$ cat src/ufc_pkg.sv
// package: constants and carrier types for the flash-programmer command host
package ufc_pkg;
  // ************************************************************
  // frame bytes and status codes
  // ************************************************************
  localparam logic [7:0] SOH_BYTE      = 8'h01;
  localparam logic [7:0] STX_BYTE      = 8'h02;
  localparam logic [7:0] ETX_BYTE      = 8'h03;
  localparam logic [7:0] ST_ACK        = 8'h06;
  localparam logic [7:0] ST_PARAM_ERR  = 8'h05;
  localparam logic [7:0] ST_SUM_ERR    = 8'h07;
  localparam logic [7:0] ST_PROT_ERR   = 8'h10;
  localparam logic [7:0] ST_NACK       = 8'h15;
  localparam logic [7:0] ST_ERASE_ERR  = 8'h1A;
  localparam logic [7:0] STAT_LEN      = 8'h01;
  // command codes are not given here; neutral defaults
  localparam logic [7:0] CMD_FREQ_SET  = 8'h90;
  localparam logic [7:0] CMD_CHIP_ERS  = 8'h20;
  localparam logic [7:0] CMD_BLK_ERS   = 8'h22;
  // command field lengths
  localparam logic [7:0] LEN_FREQ      = 8'h05;
  localparam logic [7:0] LEN_CHIP      = 8'h01;
  localparam logic [7:0] LEN_BLK       = 8'h07;
  localparam logic [7:0] BLK_MAX       = 8'hFF;
  // ************************************************************
  // timing
  // ************************************************************
  localparam int CLK_HZ       = 100_000_000;
  localparam int BAUD_SLOW    = 9_600;
  localparam int BAUD_FAST    = 115_200;
  localparam int DIV_SLOW     = CLK_HZ / BAUD_SLOW;
  localparam int DIV_FAST     = CLK_HZ / BAUD_FAST;
  localparam int COM_GAP_US   = 1_000;
  localparam int COM_GAP_CYC  = COM_GAP_US * (CLK_HZ / 1_000_000);
  localparam int FREQ_TO_MS   = 100;
  localparam int CHIP_TO_MS   = 1_000;
  localparam int BLK_TO_MS    = 100;
  localparam int CYC_PER_MS   = CLK_HZ / 1_000;
  localparam int RX_SYNC_LAT  = 2;
  // ************************************************************
  // states and carriers
  // ************************************************************
  typedef enum logic [2:0] {
    ST_IDLE = 3'b000,
    ST_GAP  = 3'b001,
    ST_SEND = 3'b010,
    ST_WAIT = 3'b011,
    ST_DONE = 3'b100
  } ufc_state_t;
  typedef enum logic [1:0] {
    OP_FREQ = 2'b00,
    OP_CHIP = 2'b01,
    OP_BLK  = 2'b10
  } ufc_op_t;
  typedef enum logic [1:0] {
    RES_OK      = 2'b00,
    RES_ABN     = 2'b01,
    RES_TIMEOUT = 2'b10,
    RES_BADARG  = 2'b11
  } ufc_res_t;
  typedef struct packed {
    ufc_op_t     op;
    logic [31:0] freq;
    logic [7:0]  sblk;
    logic [7:0]  eblk;
  } ufc_req_t;
  typedef struct packed {
    ufc_res_t   res;
    logic [7:0] code;
  } ufc_rsp_t;
endpackage

$ cat src/ufc_host.sv
// module: host-side command sequencer for frequency set and erase commands
`timescale 1ns/100ps
module ufc_host #(
  parameter int GAP_CYC     = ufc_pkg::COM_GAP_CYC,
  parameter int FREQ_TO_CYC = ufc_pkg::FREQ_TO_MS * ufc_pkg::CYC_PER_MS,
  parameter int CHIP_TO_CYC = ufc_pkg::CHIP_TO_MS * ufc_pkg::CYC_PER_MS,
  parameter int BLK_TO_CYC  = ufc_pkg::BLK_TO_MS * ufc_pkg::CYC_PER_MS,
  parameter int DIV_SLOW    = ufc_pkg::DIV_SLOW,
  parameter int DIV_FAST    = ufc_pkg::DIV_FAST
) (
  // clock and reset
  input  wire logic             sys_clk,
  input  wire logic             nrst,
  input  wire logic             clk_en,
  // command request
  input  wire logic             req_valid,
  input  wire ufc_pkg::ufc_req_t req,
  output logic                  busy,
  // command answer
  output logic                  done,
  output ufc_pkg::ufc_rsp_t     rsp,
  output logic                  fast_rate,
  // serial link
  output logic                  txd,
  input  wire logic             rxd
);
  // ************************************************************
  // state
  // ************************************************************
  typedef struct packed {
    ufc_pkg::ufc_state_t st;
    ufc_pkg::ufc_op_t    op;
    logic [31:0] cnt;
    logic [31:0] tmo;
    // outgoing frame, SOH through ETX
    logic [10:0][7:0] buf_b;
    logic [3:0]  nbytes;
    logic [3:0]  idx;
    logic        fast;
    logic        busy;
    logic        done;
    ufc_pkg::ufc_rsp_t rsp;
    // transmitter
    logic [15:0] tdiv;
    logic [3:0]  tbit;
    logic [9:0]  tsh;
    logic        tact;
    logic        txd;
    // receiver
    logic [15:0] rdiv;
    logic [3:0]  rbit;
    logic [7:0]  rsh;
    logic        ract;
    logic [2:0]  rpos;
    logic [7:0]  rcode;
    logic [7:0]  rsum;
  } ufc_s_t;
  ufc_s_t     s_r;
  ufc_s_t     s_nxt;
  logic [1:0] rst_sync_r;
  logic       rst_n;
  logic [1:0] rx_sync_r;
  logic       rx;
  // ************************************************************
  // reset release and pin synchroniser
  // ************************************************************
  always_ff @(posedge sys_clk or negedge nrst) begin
    if (!nrst) begin
      rst_sync_r <= 2'h0;
    end else begin
      rst_sync_r <= {rst_sync_r[0], 1'b1};
    end
  end
  assign rst_n = rst_sync_r[1];
  always_ff @(posedge sys_clk or negedge rst_n) begin
    if (!rst_n) begin
      rx_sync_r <= 2'h3;
    end else if (clk_en) begin
      rx_sync_r <= {rx_sync_r[0], rxd};
    end
  end
  assign rx = rx_sync_r[1];
  // ************************************************************
  // next state
  // ************************************************************
  always_comb begin
    logic [31:0] div;
    logic [7:0]  sum;
    logic [7:0]  nblk;
    logic        rx_byte;
    logic [7:0]  rb;
    s_nxt   = s_r;
    div     = s_r.fast ? 32'(DIV_FAST) : 32'(DIV_SLOW);
    sum     = 8'h00;
    nblk    = 8'h00;
    rx_byte = 1'b0;
    rb      = 8'h00;
    s_nxt.done = 1'b0;
    // uart transmitter
    if (s_r.tact) begin
      if (s_r.tdiv == 16'h0000) begin
        s_nxt.txd  = s_r.tsh[0];
        s_nxt.tsh  = {1'b1, s_r.tsh[9:1]};
        s_nxt.tdiv = 16'(div - 32'd1);
        if (s_r.tbit == 4'hA) begin
          s_nxt.tact = 1'b0;
          s_nxt.txd  = 1'b1;
        end
        s_nxt.tbit = s_r.tbit + 4'h1;
      end else begin
        s_nxt.tdiv = s_r.tdiv - 16'h0001;
      end
    end
    // uart receiver, sampled mid-bit
    if (!s_r.ract) begin
      if (!rx) begin
        s_nxt.ract = 1'b1;
        // start is seen late through the synchroniser; trim that lag
        // so every bit is sampled mid-bit (divider must be 4 or more)
        s_nxt.rdiv = 16'((div >> 1) - 32'(ufc_pkg::RX_SYNC_LAT));
        s_nxt.rbit = 4'h0;
      end
    end else if (s_r.rdiv == 16'h0000) begin
      s_nxt.rdiv = 16'(div - 32'd1);
      s_nxt.rbit = s_r.rbit + 4'h1;
      if (s_r.rbit == 4'h0 && rx) begin
        s_nxt.ract = 1'b0;
      end else if (s_r.rbit >= 4'h1 && s_r.rbit <= 4'h8) begin
        s_nxt.rsh = {rx, s_r.rsh[7:1]};
      end else if (s_r.rbit == 4'h9) begin
        s_nxt.ract = 1'b0;
        rx_byte    = rx;
        rb         = s_r.rsh;
      end
    end else begin
      s_nxt.rdiv = s_r.rdiv - 16'h0001;
    end
    // command sequencer
    case (s_r.st)
      ufc_pkg::ST_IDLE: begin
        // requests are taken only here, so one while busy is ignored
        if (req_valid) begin
          s_nxt.op   = req.op;
          s_nxt.busy = 1'b1;
          s_nxt.buf_b[0] = ufc_pkg::SOH_BYTE;
          case (req.op)
            ufc_pkg::OP_FREQ: begin
              s_nxt.buf_b[1] = ufc_pkg::LEN_FREQ;
              s_nxt.buf_b[2] = ufc_pkg::CMD_FREQ_SET;
              s_nxt.buf_b[3] = req.freq[31:24];
              s_nxt.buf_b[4] = req.freq[23:16];
              s_nxt.buf_b[5] = req.freq[15:8];
              s_nxt.buf_b[6] = req.freq[7:0];
              s_nxt.nbytes   = 4'h9;
              s_nxt.tmo      = 32'(FREQ_TO_CYC);
            end
            ufc_pkg::OP_CHIP: begin
              s_nxt.buf_b[1] = ufc_pkg::LEN_CHIP;
              s_nxt.buf_b[2] = ufc_pkg::CMD_CHIP_ERS;
              s_nxt.nbytes   = 4'h5;
              s_nxt.tmo      = 32'(CHIP_TO_CYC);
            end
            default: begin
              s_nxt.buf_b[1] = ufc_pkg::LEN_BLK;
              s_nxt.buf_b[2] = ufc_pkg::CMD_BLK_ERS;
              s_nxt.buf_b[3] = req.sblk; // block addressing, 64 KiB steps
              s_nxt.buf_b[4] = 8'h00;
              s_nxt.buf_b[5] = 8'h00;
              s_nxt.buf_b[6] = req.eblk;
              s_nxt.buf_b[7] = 8'hFF;
              s_nxt.buf_b[8] = 8'hFF;
              s_nxt.nbytes   = 4'hB;
              nblk = req.eblk - req.sblk;
              s_nxt.tmo = 32'(BLK_TO_CYC) * (32'(nblk) + 32'd1);
            end
          endcase
          // reversed range refused before any frame goes out
          if (req.op == ufc_pkg::OP_BLK && req.sblk > req.eblk) begin
            s_nxt.busy     = 1'b0;
            s_nxt.done     = 1'b1;
            s_nxt.rsp.res  = ufc_pkg::RES_BADARG;
            s_nxt.rsp.code = 8'h00;
          end else begin
            s_nxt.st  = ufc_pkg::ST_GAP;
            s_nxt.cnt = 32'd0;
          end
        end
      end
      ufc_pkg::ST_GAP: begin
        // checksum: two's complement of LEN..params
        for (int i = 1; i < 9; i++) begin
          if (4'(i) < s_r.nbytes - 4'h2) begin
            sum = sum - s_r.buf_b[i];
          end
        end
        s_nxt.buf_b[s_r.nbytes - 4'h2] = sum;
        s_nxt.buf_b[s_r.nbytes - 4'h1] = ufc_pkg::ETX_BYTE;
        s_nxt.cnt = s_r.cnt + 32'd1;
        if (s_r.cnt >= 32'(GAP_CYC)) begin
          s_nxt.st  = ufc_pkg::ST_SEND;
          s_nxt.idx = 4'h0;
        end
      end
      ufc_pkg::ST_SEND: begin
        if (!s_r.tact) begin
          if (s_r.idx == s_r.nbytes) begin
            s_nxt.st   = ufc_pkg::ST_WAIT;
            s_nxt.cnt  = 32'd0;
            s_nxt.rpos = 3'h0;
          end else begin
            s_nxt.tact = 1'b1;
            s_nxt.tsh  = {1'b1, s_r.buf_b[s_r.idx], 1'b0};
            s_nxt.tdiv = 16'h0000;
            s_nxt.tbit = 4'h0;
            s_nxt.idx  = s_r.idx + 4'h1;
          end
        end
      end
      ufc_pkg::ST_WAIT: begin
        s_nxt.cnt = s_r.cnt + 32'd1;
        // a status frame with bad length or sum is dropped, wait runs on
        if (rx_byte) begin
          case (s_r.rpos)
            3'h0: if (rb == ufc_pkg::STX_BYTE) s_nxt.rpos = 3'h1;
            3'h1: begin
              s_nxt.rpos = (rb == ufc_pkg::STAT_LEN) ? 3'h2 : 3'h0;
              s_nxt.rsum = 8'h00 - rb;
            end
            3'h2: begin
              s_nxt.rcode = rb;
              s_nxt.rsum  = s_r.rsum - rb;
              s_nxt.rpos  = 3'h3;
            end
            3'h3: s_nxt.rpos = (rb == s_r.rsum) ? 3'h4 : 3'h0;
            default: begin
              s_nxt.rpos = 3'h0;
              if (rb == ufc_pkg::ETX_BYTE) begin
                s_nxt.st       = ufc_pkg::ST_DONE;
                s_nxt.rsp.code = s_r.rcode;
                s_nxt.rsp.res  = (s_r.rcode == ufc_pkg::ST_ACK) ?
                                 ufc_pkg::RES_OK : ufc_pkg::RES_ABN;
                if (s_r.op == ufc_pkg::OP_FREQ) begin
                  s_nxt.fast = 1'b1;
                end
              end
            end
          endcase
        end else if (s_r.cnt >= s_r.tmo) begin
          s_nxt.st       = ufc_pkg::ST_DONE;
          s_nxt.rsp.res  = ufc_pkg::RES_TIMEOUT;
          s_nxt.rsp.code = 8'h00;
        end
      end
      ufc_pkg::ST_DONE: begin
        s_nxt.done = 1'b1;
        s_nxt.busy = 1'b0;
        s_nxt.st   = ufc_pkg::ST_IDLE;
      end
      default: s_nxt.st = ufc_pkg::ST_IDLE;
    endcase
  end
  // ************************************************************
  // state register
  // ************************************************************
  always_ff @(posedge sys_clk or negedge rst_n) begin
    if (!rst_n) begin
      s_r     <= '0;
      s_r.txd <= 1'b1;
    end else if (clk_en) begin
      s_r <= s_nxt;
    end
  end
  assign busy      = s_r.busy;
  assign done      = s_r.done;
  assign rsp       = s_r.rsp;
  assign fast_rate = s_r.fast;
  assign txd       = s_r.txd;
endmodule

$ cat config.mk
export PLATFORM = sky130hd
export DESIGN_NAME = ufc_host
export DESIGN_NICKNAME = d
export VERILOG_FILES = /design/src/ufc_pkg.sv /design/src/ufc_host.sv
export SDC_FILE = /design/constraint.sdc
export NUM_CORES = 1
export LEC_CHECK = 0
export BUFFER_PORTS_ARGS = -buffer_cell sky130_fd_sc_hd__buf_2
export CAP_MARGIN = 15
export CORE_ASPECT_RATIO = 1.1
export CORE_UTILIZATION = 40
export CTS_CLUSTER_SIZE = 20
export DETAILED_ROUTE_END_ITERATION = 10
export PLACE_DENSITY = 0.59
export RECOVER_POWER = 50
export SETUP_SLACK_MARGIN = 0.1
export SYNTH_ARGS = -nofsm -noshare
export SYNTH_HDL_FRONTEND = slang
export SYNTH_SLANG_ARGS = --single-unit
$ cat constraint.sdc
create_clock -name sys_clk -period 20.8 [get_ports sys_clk]
set_input_delay 5.2 -clock sys_clk [delete_from_list [all_inputs] [get_ports sys_clk]]
set_output_delay 5.2 -clock sys_clk [all_outputs]
set_load 0.02 [all_outputs]
==> results of run 1 <==
[layout make-up]
| cell class | count | area share (%) |
|---|---|---|
| Sequential cell | 255 | 29.3 |
| Multi-Input combinational cell | 1729 | 55.7 |
| Timing Repair Buffer | 94 | 2.40 |
| Inverter | 222 | 3.83 |
| Tap cell | 645 | 3.71 |
| Clock inverter | 17 | 1.09 |
| Clock buffer | 40 | 3.99 |
[worst register-to-register path, delay by kind of cell (launching register included)]
kind / cells / cell delay [ns]
AO/OA/AOI/OAI: 12 / 3.15
adder cells (fa/ha/maj): 7 / 2.74
AND/OR/NAND/NOR: 12 / 2.15
XOR/XNOR: 5 / 1.32
buffers and inverters: 6 / 0.88
flip-flops: 1 / 0.78
[registers in the layout (all words and copies together) (netlist names)]
register	flops
rx_sync_r	2
s_r	237
rsp	10
txd	1
busy	1
rst_sync_r	2
done	1
fast_rate	1
[cell families (layout without fill, tap and decap cells)]
logic type | Yosys count | in the layout | synth area share, %
flops | 255 | 255 | 32.4
other cells | 1 | 1 | 0.0190
buf+inv | 314 | 373 | 6.26
xor+xnor | 110 | 110 | 5.08
compound gates | 641 | 641 | 20.4
mux | 48 | 48 | 3.56
simple gates | 716 | 716 | 17.4
fa+ha+maj | 213 | 213 | 14.9
[placed cells by master, fill, tap and decap left out, types with 9 or more instances in the layout]
cell,instances
dfrtp_1,252
nand2_1,223
inv_1,219
o21ai_0,200
nor2_1,179
ha_1,177
a21oi_1,155
buf_2,67
xnor2_1,66
nand3_1,51
nor3_1,50
nor2b_1,39
xor2_1,39
a21o_1,36
fa_1,36
clkbuf_16,31
a22oi_1,29
nand2b_1,24
nand4_1,24
a31oi_1,22
nor4_1,22
and3_1,22
buf_4,21
o21a_1,19
a211oi_1,18
or3_1,18
mux2_2,17
mux4_2,16
a22o_1,16
mux2i_1,15
o21ai_1,14
o31ai_1,13
o22ai_1,13
and2_1,12
o211ai_1,12
o221ai_1,11
or2_2,10
o21bai_1,9
[metrics by stage]
step	util [%]	std cells	setup WS, ns	hold WS, ns	cell area, um^2
3_5_place_dp	42.9	2944	8.75	0.343	20700
6_report	45.1	3002	9.32	0.349	21800
4_1_cts	45.2	3001	9.36	0.355	21800
2_1_floorplan	-	2298	9.70	0.331	19700
5_1_grt	45.1	3002	8.89	0.370	21800
3_3_place_gp	42.9	2944	8.87	0.338	20700
[final timing paths]
kind | startpoint | endpoint | slack (ns) | cells past startpoint
setup / recovery | req[0] | s_r[219] | 9.32 | 27
hold / removal | rst_sync_r[0] | rst_sync_r[1] | 0.35 | 0
setup reg to reg | s_r[98] | s_r[156] | 9.66 | 42
hold reg to reg | rst_sync_r[0] | rst_sync_r[1] | 0.35 | 0
max in group asynchronous | rst_sync_r[1] | s_r[132] | 14.76 | 1
min in group asynchronous | rst_sync_r[1] | rsp[9] | 1.24 | 0
[per-layer routing]
layer / global-route usage, % / routed length (um) / vias up
met2: 36.7 / 26400 / 537
met3: 2.93 / 3480 / 103
li1: - / - / 8183
met4: 6.73 / 1560 / 2
met5: 0 / 11 / -
met1: 33.0 / 25900 / 8275
==> impl_results.md, run 1 <==
* Slew Viols, Final at 303
* Post-CTS Hold Buffers at 0
* CTS tree: yes
* Largest net degree at the start of global routing at 72
* Crit path buf inv count at 5
* WP data arrival at 11.89 ns
* CTS root buf: clkbuf_16
* Achievable Freq at 87.1 MHz
* Post-CTS resize count at 0
* Fraction of layout instances using a drive strength above 1 at 9.63%
* Multi-input logic area at 12,100 um^2
* # setup viols final at 0
* Filler instances at 4,717
* Worst-Margin Slew at 3.86 ns
* Core region area at 48,200 um^2
* MaxCap Viol Count at 5
* Antenna Violating Nets Remaining at 0
* Setup_tns at 0 ns
* Worst path required time at 21.21 ns
* Initial antenna violation count at 2
* Flip-flop and latch area at 6380 um^2
* Vias at 17,100
* IO buf count at 68
* Slew headroom at -157%
* Leading area contributor after synthesis: dfrtp_1
* Antenna Cells at 0
* Die width at 214 um
* Synth Flop Type: dfrtp_1
* IO Pins at 69
* Longest Clk Path Bufs at 3
* # DRC at 0
* Yosys warns at 0
* Failing checks: max-capacitance violations, max-slew violations
* Final GP Congestion at 0.933
* Seq/Total Area, Yosys at 32.4%
* Hold Crit Class: register to register
* Critical path's largest stage delay at 0.69 ns
* Vias per cell at 5.70
* Crit. End Element: register
* Syn Area/Cell at 8.58 um^2
* Post-synth design cell area at 19,700 um^2
* Skew final at 0.0256 ns
* Synth-to-layout area growth at 10.4%
* Vias in the first global route at 16,600
* Yosys reg bits at 255
* Synth top area cells: dfrtp_1 (32%), ha_1 (11%), o21ai_0 (5.1%), nand2_1 (4.2%), inv_1 (4.2%)
* GRT Total Usage at 23.2%
* First-pass GRT wire length at 92.5 mm
* DRT iter0 DRCs at 1,465
* H-tree Lvls at 1
* Post-Syn Instances at 2,298
* Post-synth top area share at 32.0%
* Gr ovfl total at 0
* Unique masters post-synth at 94
* Async SR Flop Fraction at 100%
* CP Class: input pin to register
* DP Wirelength at 43.9 mm
* Post-synth net total at 2,566
* Top delay family on crit path: adder cells
* Crit start category: input pin
* Slowest cell on the critical path: xnor2_1
* CTS Sinks at 255
* Clock slew at reported path FFs at 0.06 ns
* Most numerous cell in the Yosys netlist: dfrtp_1
* Vert. Die Dim at 235 um
* Post-route clock period utilization at 55.2%
* Total Wirelength at 57.4 mm
* Post-CTS setup repair buffer count at 0
* Cts bufs inserted at 31
* Mean routed wirelength per cell at 19.1 um
* Endpoints failing hold at 0
* Initial Utilization at 40.9%
* Die area at 50,200 um^2
* Row Count at 84
* Minimum clock period at 11.48 ns
* Number of synthesized flops with an enable pin at 0
* Final #Nets at 2,601
* Crit-path max FO at 8
* Top cells by count, synth: dfrtp_1 (252), nand2_1 (223), inv_1 (219)
* RSZ-0062 raised after global routing: no
* Outcome: finished, violations left
* First drt pass iteration count at 5
* Clock latency on the worst-skew pair at 0.59 ns
Power of run 1 is not shown: default switching activity piles up to over one toggle a cycle in this logic, so the estimate is an artifact.
==> inputs of run 2 (changes only) <==
==> constraint.sdc (replaced) <==
create_clock -name sys_clk -period 10.75 [get_ports sys_clk]
set_input_delay 2.6875 -clock sys_clk [delete_from_list [all_inputs] [get_ports sys_clk]]
set_output_delay 2.6875 -clock sys_clk [all_outputs]
set_load 0.02 [all_outputs]
==> run 2 against run 1 <==
  * Critical path depth is 16 higher
  * Cell count hardly changed
  * Sequential share of layout area hardly changed
  * The run still ends with max-capacitance violations, max-slew violations left
  * Highest routed layer unchanged
  * Critical endpoint is now s_r[180]
  * Clock-buffer cell count is 4 higher
==> impl_results.md, run 2 (synthesis gave the netlist of run 1 again) <==
* Post-CTS Hold Buffers at 0 (unchanged)
* Vert. Die Dim at 235 um (unchanged)
* Longest Clk Path Bufs at 3 (unchanged)
* Minimum clock period at 9.81 ns
* GRT Total Usage at 23.8% (+0.53 points)
* Worst path required time at 11.24 ns (-9.97 ns)
* WP data arrival at 10.30 ns (-1.59 ns)
* Vias in the first global route at 17,000 (+2.2%)
* # DRC at 0 (unchanged)
* CTS Sinks at 255 (unchanged)
* CP Class: register to register
* Worst path most repeated cell: ha_1
* Worst R2R Start: s_r[98]
* Vias per cell at 5.72 (+0.50%)
* Core Util, Final at 45.1% (-0.052 points)
* Largest register FFs at 237 (unchanged)
* Fraction of layout instances using a drive strength above 1 at 9.59% (-0.038 points)
* Mean routed wirelength per cell at 19.7 um (+3.2%)
* Crit. End Element: register
* Die width at 214 um (unchanged)
* Row Count at 84 (unchanged)
* Clock slew at reported path FFs at 0.07 ns (about the same)
* Filler instances at 4,741 (+0.51%)
* DP Wirelength at 45.1 mm (+2.8%)
* Skew final at 0.0130 ns (-0.0126 ns)
* Commonest non-fill, non-tap cell in the layout: dfrtp_1
* Initial antenna violation count at 3 (+1)
* IO buf count at 68 (unchanged)
* DRT iter0 DRCs at 1,495 (+2.0%)
* Final GP Congestion at 0.957 (+2.6%)
* First drt pass iteration count at 5 (unchanged)
* IO Pins at 69 (unchanged)
* RSZ-0062 raised after global routing: no
* Hold Crit Class: register to register
* Critical Path Start: s_r[98]
* Largest net degree at the start of global routing at 74 (+2.8%)
* Flip-flop and latch area at 6390 um^2 (about the same)
* Clock latency on the worst-skew pair at 0.60 ns (about the same)
* Top reg by flops: s_r
* Antenna Violating Nets Remaining at 0 (unchanged)
* Synth-to-layout area growth at 10.3%
* Final #Nets at 2,601 (unchanged)
* CTS tree: yes
* Setup_tns at 0 ns (unchanged)
* Slew Viols, Final at 303 (unchanged)
* Failing checks: max-capacitance violations, max-slew violations
* Most frequent cells in the layout: dfrtp_1 (251), nand2_1 (223), inv_1 (219)
* Slew headroom at -169% (-11 points)
* Post-CTS resize count at 0 (unchanged)
* Worst-Margin Slew at 4.03 ns (+0.170 ns)
* Post-route clock period utilization at 91.3%
* Initial Utilization at 40.9% (unchanged)
* CTS root buf: clkbuf_16
* Outcome: finished, violations left
* Multi-input logic area at 12,100 um^2 (about the same)
* Crit path buf inv count at 5 (unchanged)
* Crit-path max FO at 16 (+8)
* Vias at 17,200 (+0.53%)
* Crit start category: register
* Achievable Freq at 102 MHz
* Post-CTS setup repair buffer count at 0 (unchanged)
* # setup viols final at 0 (unchanged)
* H-tree Lvls at 1 (unchanged)
* First-pass GRT wire length at 94.6 mm (+2.2%)
* Core region area at 48,200 um^2 (unchanged)
* R2R Setup Slk at 0.94 ns (-8.72 ns)
* Endpoints failing hold at 0 (unchanged)
* Total Wirelength at 59.3 mm (+3.2%)
* Slowest cell on the critical path: dfrtp_2
* Hold_sp: rst_sync_r[0]
* Top delay family on crit path: adder cells
* Die area at 50,200 um^2 (unchanged)
* MaxCap Viol Count at 5 (unchanged)
* Critical path's largest stage delay at 0.55 ns (-0.14 ns)
* Gr ovfl total at 0 (unchanged)
* Cts bufs inserted at 31 (unchanged)
[run 2: cell count changes in the layout (fill, tap and decap cells not counted), sizes merged]
cell / previous run / this run
clkbuf: 45 / 49
bufinv: 5 / 3
diode: 0 / 2
clkinv: 7 / 6
clkinvlp: 2 / 1
inv: 225 / 224
[run 2: worst paths after layout]
check / endpoint / cells after the start
max in group asynchronous: s_r[154] / 2
setup / recovery: s_r[180] / 43
min in group asynchronous: s_r[248] / 0
hold reg to reg: rst_sync_r[1] / 0
hold / removal: rst_sync_r[1] / 0
setup reg to reg: s_r[180] / 43
[run 2: metal layers]
layer | up-vias | part of all wire [%] | track usage (%)
met4 | 2 | 2.7 | 6.80
met5 | - | 0.013 | 0
met3 | 99 | 7.0 | 4.37
li1 | 8178 | - | -
met1 | 8371 | 45 | 32.6
met2 | 541 | 46 | 37.9
[run 2: cell type report]
| class | count | area share, % |
|---|---|---|
| sequential | 255 | 29.4 |
| timing repair buffer | 94 | 2.42 |
| clock buffer | 44 | 4.16 |
| antenna | 2 | 0.0230 |
| clock inverter | 12 | 0.754 |
| tap | 645 | 3.71 |
| inverter | 222 | 3.83 |
| multi-input combinational | 1729 | 55.7 |
[run 2: per-stage QoR]
stage | setup WS [ns] | hold slack, ns | cells | instance area [um^2]
after floorplan | 2.16 | 0.331 | 2298 | 19700
after global placement | 1.06 | 0.334 | 2944 | 20700
after detailed placement | 0.772 | 0.339 | 2944 | 20700
after CTS | 0.722 | 0.353 | 3000 | 21700
after global routing | 0.288 | 0.355 | 3002 | 21700
final | 0.935 | 0.350 | 3003 | 21800
[run 2: worst reg2reg max path, delay by kind of cell (launching register included)]
kind	cells	cell delay (ns)
muxes	1	0.22
adders and majority gates	8	2.90
and+or+nand+nor	11	2.14
buffers and inverters	5	0.44
xor gates and xnor gates	6	1.28
DFF	1	0.55
AOI/OAI and AO/OA	12	2.17
Power of run 2 is left out for the same reason.
==> inputs of run 3 (changes only) <==
--- a/config.mk
+++ b/config.mk
@@ -8,12 +8,15 @@
 export BUFFER_PORTS_ARGS = -buffer_cell sky130_fd_sc_hd__buf_2
 export CAP_MARGIN = 15
 export CORE_ASPECT_RATIO = 1.1
+export CORE_MARGIN = 4
 export CORE_UTILIZATION = 40
 export CTS_CLUSTER_SIZE = 20
 export DETAILED_ROUTE_END_ITERATION = 10
+export MAX_ROUTING_LAYER = met4
 export PLACE_DENSITY = 0.59
 export RECOVER_POWER = 50
 export SETUP_SLACK_MARGIN = 0.1
+export SLEW_MARGIN = 20
 export SYNTH_ARGS = -nofsm -noshare
 export SYNTH_HDL_FRONTEND = slang
 export SYNTH_SLANG_ARGS = --single-unit
==> run 3 against run 2 <==
  * The run still ends with max-capacitance violations, max-slew violations left
  * Hold slack gained 0.0030 ns
  * Cell count grew 0.30%
  * Setup slack gained 0.11 ns
  * Global-route usage shrank 0.79 points
  * Die area grew 5.4%
  * Clock-buffer cell count shrank 10
  * Via count grew 0.71%
  * Register-to-register slack gained 0.11 ns
  * Fmax grew 1.1%
  * Design area grew 0.66%
  * Critical path type unchanged
  * Largest cell class unchanged
  * Highest routed layer is now met4
==> impl_results.md, run 3 (synthesis gave the netlist of run 1 again) <==
* Setup_tns at 0 ns (unchanged)
* Filler instances at 4,751 (+0.21%)
* Core region area at 48,800 um^2 (+1.2%)
* Minimum clock period at 9.71 ns (-0.107 ns)
* # setup viols final at 0 (unchanged)
* Vias per cell at 5.75 (+0.41%)
* Top reg by flops: s_r
* Crit start category: register
* Crit-path max FO at 22 (+6)
* Slowest cell on the critical path: dfrtp_2
* Achievable Freq at 103 MHz (+1.1%)
* GRT Total Usage at 23.0% (-0.79 points)
* Synth-to-layout area growth at 11.0%
* Reg2reg path depth at 43 (unchanged)
* Initial Utilization at 40.4% (-0.48 points)
* Antenna Violating Nets Remaining at 0 (unchanged)
* Worst-Margin Slew at 3.13 ns (-0.903 ns)
* MaxCap Viol Count at 3 (-2)
* Mean routed wirelength per cell at 19.7 um (-0.38%)
* DRT iter0 DRCs at 1,521 (+1.7%)
* Hold Crit Class: register to register
* DP Wirelength at 45.2 mm (about the same)
* Die area at 52,900 um^2 (+5.4%)
* Vias in the first global route at 17,100 (+0.54%)
* Post-route clock period utilization at 90.3% (-0.99 points)
* Longest Clk Path Bufs at 3 (unchanged)
* Hold_sp: rst_sync_r[0]
* WP data arrival at 10.19 ns (-0.11 ns)
* # DRC at 0 (unchanged)
* RSZ-0062 raised after global routing: no
* Outcome: finished, violations left
* Post-DP Area at 20,700 um^2 (+0.10%)
* Critical path's largest stage delay at 0.53 ns (-0.02 ns)
* Crit path buf inv count at 6 (+1)
* Commonest non-fill, non-tap cell in the layout: dfrtp_1
* Final GP Congestion at 0.987 (+3.1%)
* Slew headroom at -108% (+60 points)
* Slew Viols, Final at 148 (-51%)
* H-tree Lvls at 1 (unchanged)
* Vert. Die Dim at 241 um (+2.6%)
* Worst path most repeated cell: ha_1
* Worst R2R Start: s_r[98]
* Crit. End Element: register
* Clock latency on the worst-skew pair at 0.59 ns (about the same)
* CP Class: register to register
* IO Pins at 69 (unchanged)
* Failing checks: max-capacitance violations, max-slew violations
* Worst path required time at 11.24 ns (about the same)
* Top delay family on crit path: compound AO/OA/AOI/OAI gates
* Fin area at 21,900 um^2 (+0.66%)
* Die width at 220 um (+2.8%)
* Largest register FFs at 237 (unchanged)
* Gr ovfl total at 0 (unchanged)
* Vias at 17,300 (+0.71%)
* Final #Nets at 2,600 (-0.038%)
* Skew final at 0.0115 ns (-0.00146 ns)
* Total Wirelength at 59.2 mm (about the same)
* First-pass GRT wire length at 95.0 mm (+0.44%)
* Largest net degree at the start of global routing at 152 (+110%)
* CTS root buf: clkbuf_16
* Critical Path Start: s_r[98]
* Critical Path Sink: s_r[156]
* Post-CTS setup repair buffer count at 0 (unchanged)
* Fraction of layout instances using a drive strength above 1 at 9.97% (+0.38 points)
* CTS Sinks at 255 (unchanged)
* RR Endpoint: s_r[156]
* First drt pass iteration count at 8 (+3)
* Row Count at 85 (+1.2%)
* Cts bufs inserted at 31 (unchanged)
* Post-CTS Hold Buffers at 0 (unchanged)
* CTS tree: yes
* Endpoints failing hold at 0 (unchanged)
* Clock slew at reported path FFs at 0.07 ns (about the same)
* Most frequent cells in the layout: dfrtp_1 (251), nand2_1 (223), inv_1 (219)
* Initial antenna violation count at 4 (+1)
* IO buf count at 68 (unchanged)
* R2R Setup Slk at 1.04 ns (+0.11 ns)
* WP depth at 43 (unchanged)
## run 3: cell count changes in the layout (fill, tap and decap cells not counted), moves of 5 or more
cell	delta
bufinv_16	+5
clkbuf_1	-7
clkbuf_8	-5
clkinvlp_4	+6
## run 3: worst register-to-register path: cells and delay by family (launching register included)
family | cells | cell delay, ns
compound gates | 12 | 2.72
xor+xnor | 6 | 1.31
fa+ha+maj | 7 | 2.34
buf+inv | 6 | 0.87
flops | 1 | 0.53
simple gates | 12 | 1.88
## run 3: per-stage QoR
stage | utilization, % | setup slack (ns) | cells | hold slack, ns
floorplan | - | 2.16 | 2298 | 0.331
global placement | 42.4 | 1.06 | 2951 | 0.340
detailed placement | 42.4 | 0.864 | 2951 | 0.337
CTS | 44.8 | 0.866 | 3009 | 0.355
global route | 44.9 | 0.271 | 3012 | 0.371
finish | 44.9 | 1.04 | 3012 | 0.353
## run 3: layout make-up
class,instances,area [um^2],area share (%)
Timing Repair Buffer,93,532,2.43
Clock inverter,24,367,1.67
Sequential cell,255,6390,29.2
Inverter,222,833,3.81
Antenna cell,3,7.51,0.0343
Clock buffer,34,817,3.73
Multi-Input combinational cell,1729,12100,55.4
Tap cell,652,816,3.73
## run 3: worst min-delay path by stage
stage / end / slack, ns / depth (start not counted)
floorplan: rst_sync_r[1] / 0.33 / 0
global placement: rst_sync_r[1] / 0.34 / 0
detailed placement: rst_sync_r[1] / 0.34 / 0
CTS: rst_sync_r[1] / 0.36 / 0
global route: rst_sync_r[1] / 0.37 / 0
finish: rst_sync_r[1] / 0.35 / 0
## run 3: metal layers
metal  up-vias  track usage, %  part of all wire, %
met3        98            3.12                  6.5
met5         -               -                    0
met4         0            5.61                  2.3
met2       567            36.6                   47
li1       8175               -                    -
met1      8473            31.2                   45
## run 3: repair_timing
item / CTS / global route
resized for setup: 0 / 2
hold endpoints to repair: 0 / 0
setup endpoints to repair: 0 / 14
Power of run 3 is left out for the same reason.
